File: config.mk
export PLATFORM = sky130hd
export DESIGN_NAME = tci_char_interpreter
export DESIGN_NICKNAME = d
export VERILOG_FILES = /design/src/design/tci_pkg.sv /design/src/design/tci_char_interpreter.sv
export VERILOG_INCLUDE_DIRS = /design/src /design/src/design
export SDC_FILE = /design/constraint.sdc
export NUM_CORES = 1
export LEC_CHECK = 0
export BUFFER_PORTS_ARGS = -buffer_cell sky130_fd_sc_hd__buf_2
export CELL_PAD_IN_SITES_DETAIL_PLACEMENT = 0
export CELL_PAD_IN_SITES_GLOBAL_PLACEMENT = 2
export CORE_MARGIN = 1.5
export CORE_UTILIZATION = 31
export CTS_CLUSTER_SIZE = 14
export DETAILED_ROUTE_END_ITERATION = 8
export GPL_TIMING_DRIVEN = 0
export PLACE_DENSITY_LB_ADDON = 0.1
export SLEW_MARGIN = 20
export SYNTH_ARGS = -nofsm -noshare
export SYNTH_HDL_FRONTEND = slang
export SYNTH_SLANG_ARGS = --single-unit
File: constraint.sdc
create_clock -name core_clk -period 2.3 [get_ports core_clk]
set_input_delay 0.46 -clock core_clk [delete_from_list [all_inputs] [get_ports core_clk]]
set_output_delay 0.46 -clock core_clk [all_outputs]
set_load 0.005 [all_outputs]
File: src/design/tci_defs.svh
// constants for the terminal character interpreter
// Contract
// [RQ1] ordinary keys send their ascii code
// [RQ2] up arrow key sends 1e
// [RQ3] left arrow key sends 1f
// [RQ4] function on capitals, digits sets top bit
// [RQ5] function lower case sent as capital code
// [RQ6] local function keys never reach host
// [RQ7] host sends escape and command separately
// [RQ8] escape a/b/c move up, down, right
// [RQ9] escape d moves left, wraps to prior line
// [RQ10] escape e homes and clears, h homes
// [RQ11] escape j erases to end of screen
// [RQ12] escape k erases to end of line
// [RQ13] escape y: column, row minus 20h
// [RQ14] addressed cursor relative to full screen
// [RQ15] escape 47h enters graphics mode
// [RQ16] graphics: 00h-1eh symbols, 02h/1eh escape
// [RQ17] graphics: 20h-7eh stay ascii characters
// [RQ18] escape 4eh leaves graphics mode
// [RQ19] data bytes pass through port c0h
// [RQ20] handshake flags in upper bits of c2h
// [RQ21] parser returns to text, unknown discarded
`ifndef TCI_DEFS_SVH
`define TCI_DEFS_SVH

// ==========================================================
// port addresses and handshake bit positions
`define TCI_DATA_ADDR    8'hc0
`define TCI_HS_ADDR      8'hc2
`define TCI_HS_KINT_BIT  3
`define TCI_HS_STB_BIT   4
`define TCI_HS_IBF_BIT   5
`define TCI_HS_ACK_BIT   6
`define TCI_HS_OBF_BIT   7

// ==========================================================
// character codes
`define TCI_ESC          8'h1b
`define TCI_ALT_ESC      8'h02
`define TCI_UP_CODE      8'h1e
`define TCI_LEFT_CODE    8'h1f
`define TCI_ADDR_OFFSET  8'h20
`define TCI_PRINT_LO     8'h20
`define TCI_PRINT_HI     8'h7e
`define TCI_SYM_HI       8'h1e
`define TCI_FUNC_BIT     8'h80
`define TCI_CMD_UP       8'h41
`define TCI_CMD_DOWN     8'h42
`define TCI_CMD_RIGHT    8'h43
`define TCI_CMD_LEFT     8'h44
`define TCI_CMD_CLEAR    8'h45
`define TCI_CMD_GFX_ON   8'h47
`define TCI_CMD_HOME     8'h48
`define TCI_CMD_ERA_EOS  8'h4a
`define TCI_CMD_ERA_EOL  8'h4b
`define TCI_CMD_GFX_OFF  8'h4e
`define TCI_CMD_ADDR     8'h59
`define TCI_KEY_TYPEW    8'h31
`define TCI_KEY_SCROLL   8'h53
`define TCI_KEY_INTR     8'h52

// ==========================================================
// reset values
`define TCI_RST_BYTE     8'h00
`define TCI_RST_SPLIT    5'h0c

`endif

File: src/design/tci_pkg.sv
// types of the terminal character interpreter
package tci_pkg;

   // ==========================================================
   // host byte parser states
   typedef enum logic [1:0]
   {
      TCI_ST_TEXT,
      TCI_ST_ESC,
      TCI_ST_COL,
      TCI_ST_ROW
   } tci_state_t;

endpackage : tci_pkg

File: src/design/tci_char_interpreter.sv
// keyboard encoder, host handshake port and escape parser
`timescale 1ns/1ps
`include "tci_defs.svh"

module tci_char_interpreter #(
   parameter int COLS  = 80,
   parameter int ROWS  = 25,
   parameter int COL_W = 7,
   parameter int ROW_W = 5
) (
   input  wire logic             core_clk,
   input  wire logic             rst_n,
   // host i/o port
   input  wire logic [7:0]       io_addr,
   input  wire logic             io_rd,
   input  wire logic             io_wr,
   input  wire logic [7:0]       io_wdata,
   output logic      [7:0]       io_rdata,
   output logic                  host_key_irq,
   // keyboard
   input  wire logic             key_valid,
   input  wire logic [7:0]       key_code,
   input  wire logic             key_func,
   input  wire logic             key_arrow_up,
   input  wire logic             key_arrow_left,
   input  wire logic             key_home,
   output logic                  key_ready,
   // local keyboard actions
   output logic                  typewriter_mode,
   output logic                  scroll_fast,
   output logic                  screen_owner_b,
   output logic      [ROW_W-1:0] split_rows,
   output logic                  interrupt_processor_pulse,
   // display
   output logic                  disp_we,
   output logic      [7:0]       disp_char,
   output logic                  disp_gfx,
   output logic      [COL_W-1:0] cursor_col,
   output logic      [ROW_W-1:0] cursor_row,
   output logic                  gfx_mode,
   output logic                  erase_screen,
   output logic                  erase_to_eos,
   output logic                  erase_to_eol
);

   localparam logic [COL_W-1:0] LAST_COL = COL_W'(COLS - 1);
   localparam logic [ROW_W-1:0] LAST_ROW = ROW_W'(ROWS - 1);

   // ==========================================================
   // keyboard side and host read port
   logic [7:0]       key_data_reg, key_data_next;
   logic             ibf_reg, ibf_next;
   logic             stb_reg, stb_next;
   logic             kready_reg, kready_next;
   logic [7:0]       rdata_reg, rdata_next;
   logic             typew_reg, typew_next;
   logic             scroll_reg, scroll_next;
   logic             owner_reg, owner_next;
   logic [ROW_W-1:0] split_reg, split_next;
   logic             intr_reg, intr_next;
   logic [7:0]       enc;
   logic             send;
   logic             ack_reg;
   logic             obf_reg;

   // key translation, local keys, host reads
   always_comb
   begin
      key_data_next = key_data_reg;
      ibf_next      = ibf_reg;
      stb_next      = 1'b0;
      rdata_next    = rdata_reg;
      typew_next    = typew_reg;
      scroll_next   = scroll_reg;
      owner_next    = owner_reg;
      split_next    = split_reg;
      intr_next     = 1'b0;
      enc           = key_code;
      send          = 1'b1;
      // [RQ19] data port read
      if (io_rd && io_addr == `TCI_DATA_ADDR)
      begin
         rdata_next = key_data_reg;
         ibf_next   = 1'b0;
      end
      // [RQ20] handshake flags read
      else if (io_rd && io_addr == `TCI_HS_ADDR)
      begin
         rdata_next = {obf_reg, ack_reg, ibf_reg, stb_reg, ibf_reg, 3'b000};
      end
      else if (io_rd)
      begin
         rdata_next = `TCI_RST_BYTE;
      end
      if (key_valid && !ibf_reg)
      begin
         if (key_func)
         begin
            // [RQ6] local function keys
            if (key_arrow_up)
            begin
               send = 1'b0;
               if (split_reg != LAST_ROW)
                  split_next = split_reg + 1'b1;
            end
            else if (key_arrow_left)
            begin
               send = 1'b0;
               if (split_reg != '0)
                  split_next = split_reg - 1'b1;
            end
            else if (key_home)
            begin
               send       = 1'b0;
               owner_next = !owner_reg;
            end
            else if (key_code == `TCI_KEY_TYPEW)
            begin
               send       = 1'b0;
               typew_next = !typew_reg;
            end
            else if ({key_code[7:6], 1'b0, key_code[4:0]}
                     == `TCI_KEY_SCROLL)
            begin
               send        = 1'b0;
               scroll_next = !scroll_reg;
            end
            else if ({key_code[7:6], 1'b0, key_code[4:0]}
                     == `TCI_KEY_INTR)
            begin
               send      = 1'b0;
               intr_next = 1'b1;
            end
            // [RQ4] capitals and digits
            else if ((key_code >= 8'h41 && key_code <= 8'h5a) ||
                     (key_code >= 8'h30 && key_code <= 8'h39))
               enc = key_code | `TCI_FUNC_BIT;
            // [RQ5] lower case folded
            else if (key_code >= 8'h61 && key_code <= 8'h7a)
               enc = {1'b1, key_code[6], 1'b0, key_code[4:0]};
         end
         // [RQ2] up arrow code
         else if (key_arrow_up)
            enc = `TCI_UP_CODE;
         // [RQ3] left arrow code
         else if (key_arrow_left)
            enc = `TCI_LEFT_CODE;
         // [RQ1] plain ascii passes
         if (send)
         begin
            key_data_next = enc;
            ibf_next      = 1'b1;
            stb_next      = 1'b1;
         end
      end
      kready_next = !ibf_next;
   end

   // keyboard side registers
   always_ff @(posedge core_clk or negedge rst_n)
   begin
      if (!rst_n)
      begin
         key_data_reg <= `TCI_RST_BYTE;
         ibf_reg      <= 1'b0;
         stb_reg      <= 1'b0;
         kready_reg   <= 1'b0;
         rdata_reg    <= `TCI_RST_BYTE;
         typew_reg    <= 1'b0;
         scroll_reg   <= 1'b0;
         owner_reg    <= 1'b0;
         split_reg    <= `TCI_RST_SPLIT;
         intr_reg     <= 1'b0;
      end
      else
      begin
         key_data_reg <= key_data_next;
         ibf_reg      <= ibf_next;
         stb_reg      <= stb_next;
         kready_reg   <= kready_next;
         rdata_reg    <= rdata_next;
         typew_reg    <= typew_next;
         scroll_reg   <= scroll_next;
         owner_reg    <= owner_next;
         split_reg    <= split_next;
         intr_reg     <= intr_next;
      end
   end

   // ==========================================================
   // host write port and escape parser
   tci_pkg::tci_state_t st_reg, st_next;
   logic [7:0]       hbyte_reg, hbyte_next;
   logic             obf_next, ack_next;
   logic             gfx_reg, gfx_next;
   logic [COL_W-1:0] col_reg, col_next;
   logic [ROW_W-1:0] row_reg, row_next;
   logic             we_reg, we_next;
   logic [7:0]       wch_reg, wch_next;
   logic             wgfx_reg, wgfx_next;
   logic             ers_reg, ers_next;
   logic             eos_reg, eos_next;
   logic             eol_reg, eol_next;
   logic             is_esc;

   // parse the buffered host byte in the cycle after its write
   always_comb
   begin
      st_next    = st_reg;
      hbyte_next = hbyte_reg;
      obf_next   = obf_reg;
      ack_next   = 1'b0;
      gfx_next   = gfx_reg;
      col_next   = col_reg;
      row_next   = row_reg;
      we_next    = 1'b0;
      wch_next   = wch_reg;
      wgfx_next  = wgfx_reg;
      ers_next   = 1'b0;
      eos_next   = 1'b0;
      eol_next   = 1'b0;
      // [RQ16] alternate escapes in graphics
      is_esc = (hbyte_reg == `TCI_ESC) || (gfx_reg &&
               (hbyte_reg == `TCI_ALT_ESC || hbyte_reg == `TCI_UP_CODE));
      // [RQ19] host byte taken into buffer
      if (io_wr && io_addr == `TCI_DATA_ADDR && !obf_reg)
      begin
         obf_next   = 1'b1;
         hbyte_next = io_wdata;
      end
      if (obf_reg)
      begin
         obf_next = 1'b0;
         ack_next = 1'b1;
         unique case (st_reg)
            tci_pkg::TCI_ST_TEXT:
            begin
               // [RQ7] escape opens a command
               if (is_esc)
                  st_next = tci_pkg::TCI_ST_ESC;
               // [RQ16] [RQ17] displayable bytes
               else if ((gfx_reg && hbyte_reg <= `TCI_SYM_HI) ||
                        (hbyte_reg >= `TCI_PRINT_LO &&
                         hbyte_reg <= `TCI_PRINT_HI))
               begin
                  we_next   = 1'b1;
                  wch_next  = hbyte_reg;
                  wgfx_next = hbyte_reg < `TCI_PRINT_LO;
                  if (col_reg >= LAST_COL)
                  begin
                     col_next = '0;
                     if (row_reg < LAST_ROW)
                        row_next = row_reg + 1'b1;
                  end
                  else
                     col_next = col_reg + 1'b1;
               end
            end
            tci_pkg::TCI_ST_ESC:
            begin
               // [RQ21] back to text
               st_next = tci_pkg::TCI_ST_TEXT;
               case (hbyte_reg)
                  // [RQ8] relative moves
                  `TCI_CMD_UP:
                     if (row_reg != '0)
                        row_next = row_reg - 1'b1;
                  `TCI_CMD_DOWN:
                     if (row_reg < LAST_ROW)
                        row_next = row_reg + 1'b1;
                  `TCI_CMD_RIGHT:
                     if (col_reg < LAST_COL)
                        col_next = col_reg + 1'b1;
                  // [RQ9] left with wrap
                  `TCI_CMD_LEFT:
                     if (col_reg != '0)
                        col_next = col_reg - 1'b1;
                     else if (row_reg != '0)
                     begin
                        col_next = LAST_COL;
                        row_next = row_reg - 1'b1;
                     end
                  // [RQ10] home and clear
                  `TCI_CMD_CLEAR:
                  begin
                     col_next = '0;
                     row_next = '0;
                     ers_next = 1'b1;
                  end
                  `TCI_CMD_HOME:
                  begin
                     col_next = '0;
                     row_next = '0;
                  end
                  // [RQ11] erase to end of screen
                  `TCI_CMD_ERA_EOS: eos_next = 1'b1;
                  // [RQ12] erase to end of line
                  `TCI_CMD_ERA_EOL: eol_next = 1'b1;
                  `TCI_CMD_ADDR:    st_next  = tci_pkg::TCI_ST_COL;
                  // [RQ15] graphics on
                  `TCI_CMD_GFX_ON:  gfx_next = 1'b1;
                  // [RQ18] graphics off
                  `TCI_CMD_GFX_OFF: gfx_next = 1'b0;
                  default:          st_next  = tci_pkg::TCI_ST_TEXT;
               endcase
            end
            // [RQ13] [RQ14] offset removed, no clamp
            tci_pkg::TCI_ST_COL:
            begin
               col_next = COL_W'(hbyte_reg - `TCI_ADDR_OFFSET);
               st_next  = tci_pkg::TCI_ST_ROW;
            end
            tci_pkg::TCI_ST_ROW:
            begin
               row_next = ROW_W'(hbyte_reg - `TCI_ADDR_OFFSET);
               st_next  = tci_pkg::TCI_ST_TEXT;
            end
         endcase
      end
   end

   // parser registers
   always_ff @(posedge core_clk or negedge rst_n)
   begin
      if (!rst_n)
      begin
         st_reg    <= tci_pkg::TCI_ST_TEXT;
         hbyte_reg <= `TCI_RST_BYTE;
         obf_reg   <= 1'b0;
         ack_reg   <= 1'b0;
         gfx_reg   <= 1'b0;
         col_reg   <= '0;
         row_reg   <= '0;
         we_reg    <= 1'b0;
         wch_reg   <= `TCI_RST_BYTE;
         wgfx_reg  <= 1'b0;
         ers_reg   <= 1'b0;
         eos_reg   <= 1'b0;
         eol_reg   <= 1'b0;
      end
      else
      begin
         st_reg    <= st_next;
         hbyte_reg <= hbyte_next;
         obf_reg   <= obf_next;
         ack_reg   <= ack_next;
         gfx_reg   <= gfx_next;
         col_reg   <= col_next;
         row_reg   <= row_next;
         we_reg    <= we_next;
         wch_reg   <= wch_next;
         wgfx_reg  <= wgfx_next;
         ers_reg   <= ers_next;
         eos_reg   <= eos_next;
         eol_reg   <= eol_next;
      end
   end

   // outputs straight from flip-flops
   assign io_rdata                  = rdata_reg;
   assign host_key_irq              = ibf_reg;
   assign key_ready                 = kready_reg;
   assign typewriter_mode           = typew_reg;
   assign scroll_fast               = scroll_reg;
   assign screen_owner_b            = owner_reg;
   assign split_rows                = split_reg;
   assign interrupt_processor_pulse = intr_reg;
   assign disp_we                   = we_reg;
   assign disp_char                 = wch_reg;
   assign disp_gfx                  = wgfx_reg;
   assign cursor_col                = col_reg;
   assign cursor_row                = row_reg;
   assign gfx_mode                  = gfx_reg;
   assign erase_screen              = ers_reg;
   assign erase_to_eos              = eos_reg;
   assign erase_to_eol              = eol_reg;

   logic key_go, cmd_go;
   assign key_go = key_valid && !ibf_reg;
   assign cmd_go = obf_reg && st_reg == tci_pkg::TCI_ST_ESC;
endmodule : tci_char_interpreter

==> impl_metrics.tcl <==
set metrics [dict create \
    outcome "complete, but fails checks" \
    violations "setup timing" \
    syn_area_per_cell_um2 9.37 \
    synth_common_cells "64 x dfrtp_1, 39 x nand2_1, 32 x nor2_1" \
    nets 599 \
    rows 42 \
    cts_max_level 3 \
    arrival_ps 2620 \
    dp_hpwl_um 9070 \
    num_antenna_cells 0 \
    cp_max_fo 9 \
    worstMarginPinSlew_ps 581 \
    reg2reg_depth 8 \
    final_layout_size_suffix_gt1_share_pct 32.8 \
    grt_max_degree 51 \
    cts.sinks 66 \
    cellPowerDensity_nw_per_um2 662 \
    pre_cts_slack_ps -364 \
    synth_xor_area_share_pct 4.14 \
    cp_slowest_cell "dfrtp_2" \
    whs_path_depth 3 \
    gp_congestion 0.865 \
    period_share_pct 104 \
    worstPathRequired_ps 2520 \
    slew-limit-headroom_pct 61.3 \
    cts_tree "done" \
    fin_ws_ps -101 \
    grt_overflow 0 \
    ff2ff_setup_slack_ps -100 \
    min_period_ps 2400 \
    fmax_mhz 417 \
    p_leak_nw 2.52 \
    fin_setup_tns_ps -401 \
    crit_top_cell "a21oi_1" \
    cpPeakStageDelay_ps 480 \
    hp-start "io_wdata[6]" \
    routedWlPerCell_um 17.1 \
    drt-total-wl_um 12500 \
    power_mw 3.61 \
    cts-root-buf "clkbuf_16" \
    yosysWarnings 0 \
    rr_startpoint "cursor_col[1]$_DFFE_PN0P_" \
    synth_top_family_by_area "simple AND/OR/NAND/NOR gates" \
    hold_ws_ps 336 \
    seqPwrFrac_pct 40.0 \
    remaining_drc_errors 0 \
    cts_buffers 9 \
    first_pass_iters 4 \
    clockPowerShare_pct 38.9 \
    start_util_pct 31.9 \
    swShare_pct 29.4 \
    drt.antenna.violating_nets 0 \
    synth_edf_count 0 \
    drt_iter0_markers 210 \
    skew_ps 8.62 \
    synth_area_leaders "dfrtp_1 38%, mux2_2 5.6%, ha_1 4.4%" \
    worst_r2r_endpoint "cursor_row[0]$_DFFE_PN0P_" \
    cts_max_path_buffers 2 \
    cp-end-kind "flop" \
    synth-simple-area-share_pct 20.0 \
    p_int_mw 2.55 \
    cp_cell_sequence "ha_4 -> a21oi_1 -> a211o_1 -> a21oi_1 -> nor4b_2 -> and3_1 -> buf_6 -> mux2_4" \
    crit_type "reg -> reg" \
    synth_top_area_share_pct 37.8 \
    grt_pass1_vias 3871 \
    final_area_um2 5450 \
    antenna_found_initial 0 \
    io_buffers 75 \
    area_delta_synth_final_pct 28.7 \
    synth_async_sr_flop_share_pct 100 \
    synth.cell_area_um2 4240 \
    synth_ff_type "dfrtp_1" \
    peakVddDrop_uv 402 \
    synth-seq-cells 66 \
    setup-violations-final 5 \
    synth_largest_area_cell "dfrtp_1" \
    syn_nets 501 \
    min_to "hbyte_reg[6]$_DFFE_PN0P_" \
    via_count 3835 \
    die_y_um 120 \
    clk-insertion-delay-late_ps 340 \
    drt-vias-per-instance 5.25 \
    dieArea_um2 14400 \
    seq_area_frac_synth_pct 39.1 \
    drv_cap 0 \
    num_io_pins 78 \
    syn_inst 452 \
    rsz0062_at_grt "yes" \
    ys_types 67 \
    placed_cell_area_um2 4860 \
    grt_pass1_wl_um 20200 \
    net-switching-power_mw 1.06 \
    core_um2 13300 \
    hold_viol 0 \
    fp.dieW_um 120 \
    cp-start-kind "flop" \
    drv_slew 0 \
    synthAdderAreaFrac_pct 4.90 \
    grt_usage_pct 18.0 \
    muxShareOfSynthArea_pct 8.42 \
    hold_class "in -> reg" \
    comb_power_share_pct 21.0 \
    synth_compound_area_share_pct 18.3 \
    path_clk_slew_ps 60 \
    yosysMostFrequentCell "dfrtp_1" \
]
-- worst max-delay path: cells and delay by family (launching register included) --
kind / cells / cell delay (ps)
flops: 1 / 480
simple gates: 2 / 500
compound gates: 3 / 670
fa+ha+maj: 1 / 210
mux: 1 / 290
buf+inv: 1 / 140
-- metal layers --
layer  vias up  part of all wire, %  global-route usage, %
li1       1854                    -                      -
met1      1883                   44                   22.4
met2        85                   51                   30.1
met3        13                  3.5                   4.28
met4         0                  1.4                   7.07
met5         -                    0                      0
-- through the flow --
stage	std cells	util, %
5_1_grt	731	41.0
4_1_cts	726	39.9
3_3_place_gp	703	36.3
6_report	731	41.0
3_5_place_dp	704	36.6
2_1_floorplan	452	-
-- power groups by stage --
stage	combinational, mW	clock, mW	sequential (mW)
floorplan	0.438	0	1.43
global placement	0.672	0	1.46
detailed placement	0.684	0	1.47
CTS	0.733	1.46	1.45
global route	0.854	1.52	1.47
finish	0.760	1.41	1.45
-- area by class of cell --
type | count | area [µm²]
clock buffer | 10 | 239
multi-input combinational | 335 | 2520
timing repair buffer | 90 | 513
buffer | 24 | 144
tap | 176 | 220
clock inverter | 6 | 65.1
sequential | 66 | 1660
inverter | 24 | 92.6
fill | 1347 | 7840
-- worst max-delay path by stage --
stage	startpoint	to	slack, ps	depth (start not counted)
after floorplan	hbyte_reg[5]$_DFFE_PN0P_	cursor_row[0]$_DFFE_PN0P_	10	8
after global placement	cursor_col[0]$_DFFE_PN0P_	cursor_col[5]$_DFFE_PN0P_	-380	8
after detailed placement	cursor_col[0]$_DFFE_PN0P_	cursor_col[3]$_DFFE_PN0P_	-360	8
after CTS	hbyte_reg[5]$_DFFE_PN0P_	cursor_row[2]$_DFFE_PN0P_	-90	9
after global routing	hbyte_reg[5]$_DFFE_PN0P_	cursor_row[2]$_DFFE_PN0P_	-150	9
final	cursor_col[1]$_DFFE_PN0P_	cursor_row[0]$_DFFE_PN0P_	-100	8
-- cells by family after synthesis --
kind of cell	count (synthesis)
multiplexers	31
AND/OR/NAND/NOR	156
AO/OA/AOI/OAI	112
flip-flops	66
XOR/XNOR	20
buffers and inverters	51
adder cells (fa/ha/maj)	16
-- repair_timing --
action,CTS,global route
hold buffers,1,0
setup buffers,8,5
gates resized for setup,23,28
endpoints found under the hold margin,4,0
pin swaps,4,12
endpoints found under the setup margin,21,27
-- placed cells by master, fill, tap and decap left out, types with 6 or more instances in the layout --
master,instances
buf_2,77
dfrtp_1,60
nand2_1,39
nor2_1,30
inv_1,23
nand3_1,22
o21ai_0,22
a21oi_1,20
buf_4,16
mux2_2,16
xnor2_1,13
ha_1,12
clkbuf_1,11
nor3_1,10
mux2_4,9
clkbuf_16,9
xor2_1,7
o31ai_1,7
o22ai_1,7
nand4_1,6
nand2b_1,6
a31oi_1,6
mux2i_1,6
(Power assumes the default switching activity.)
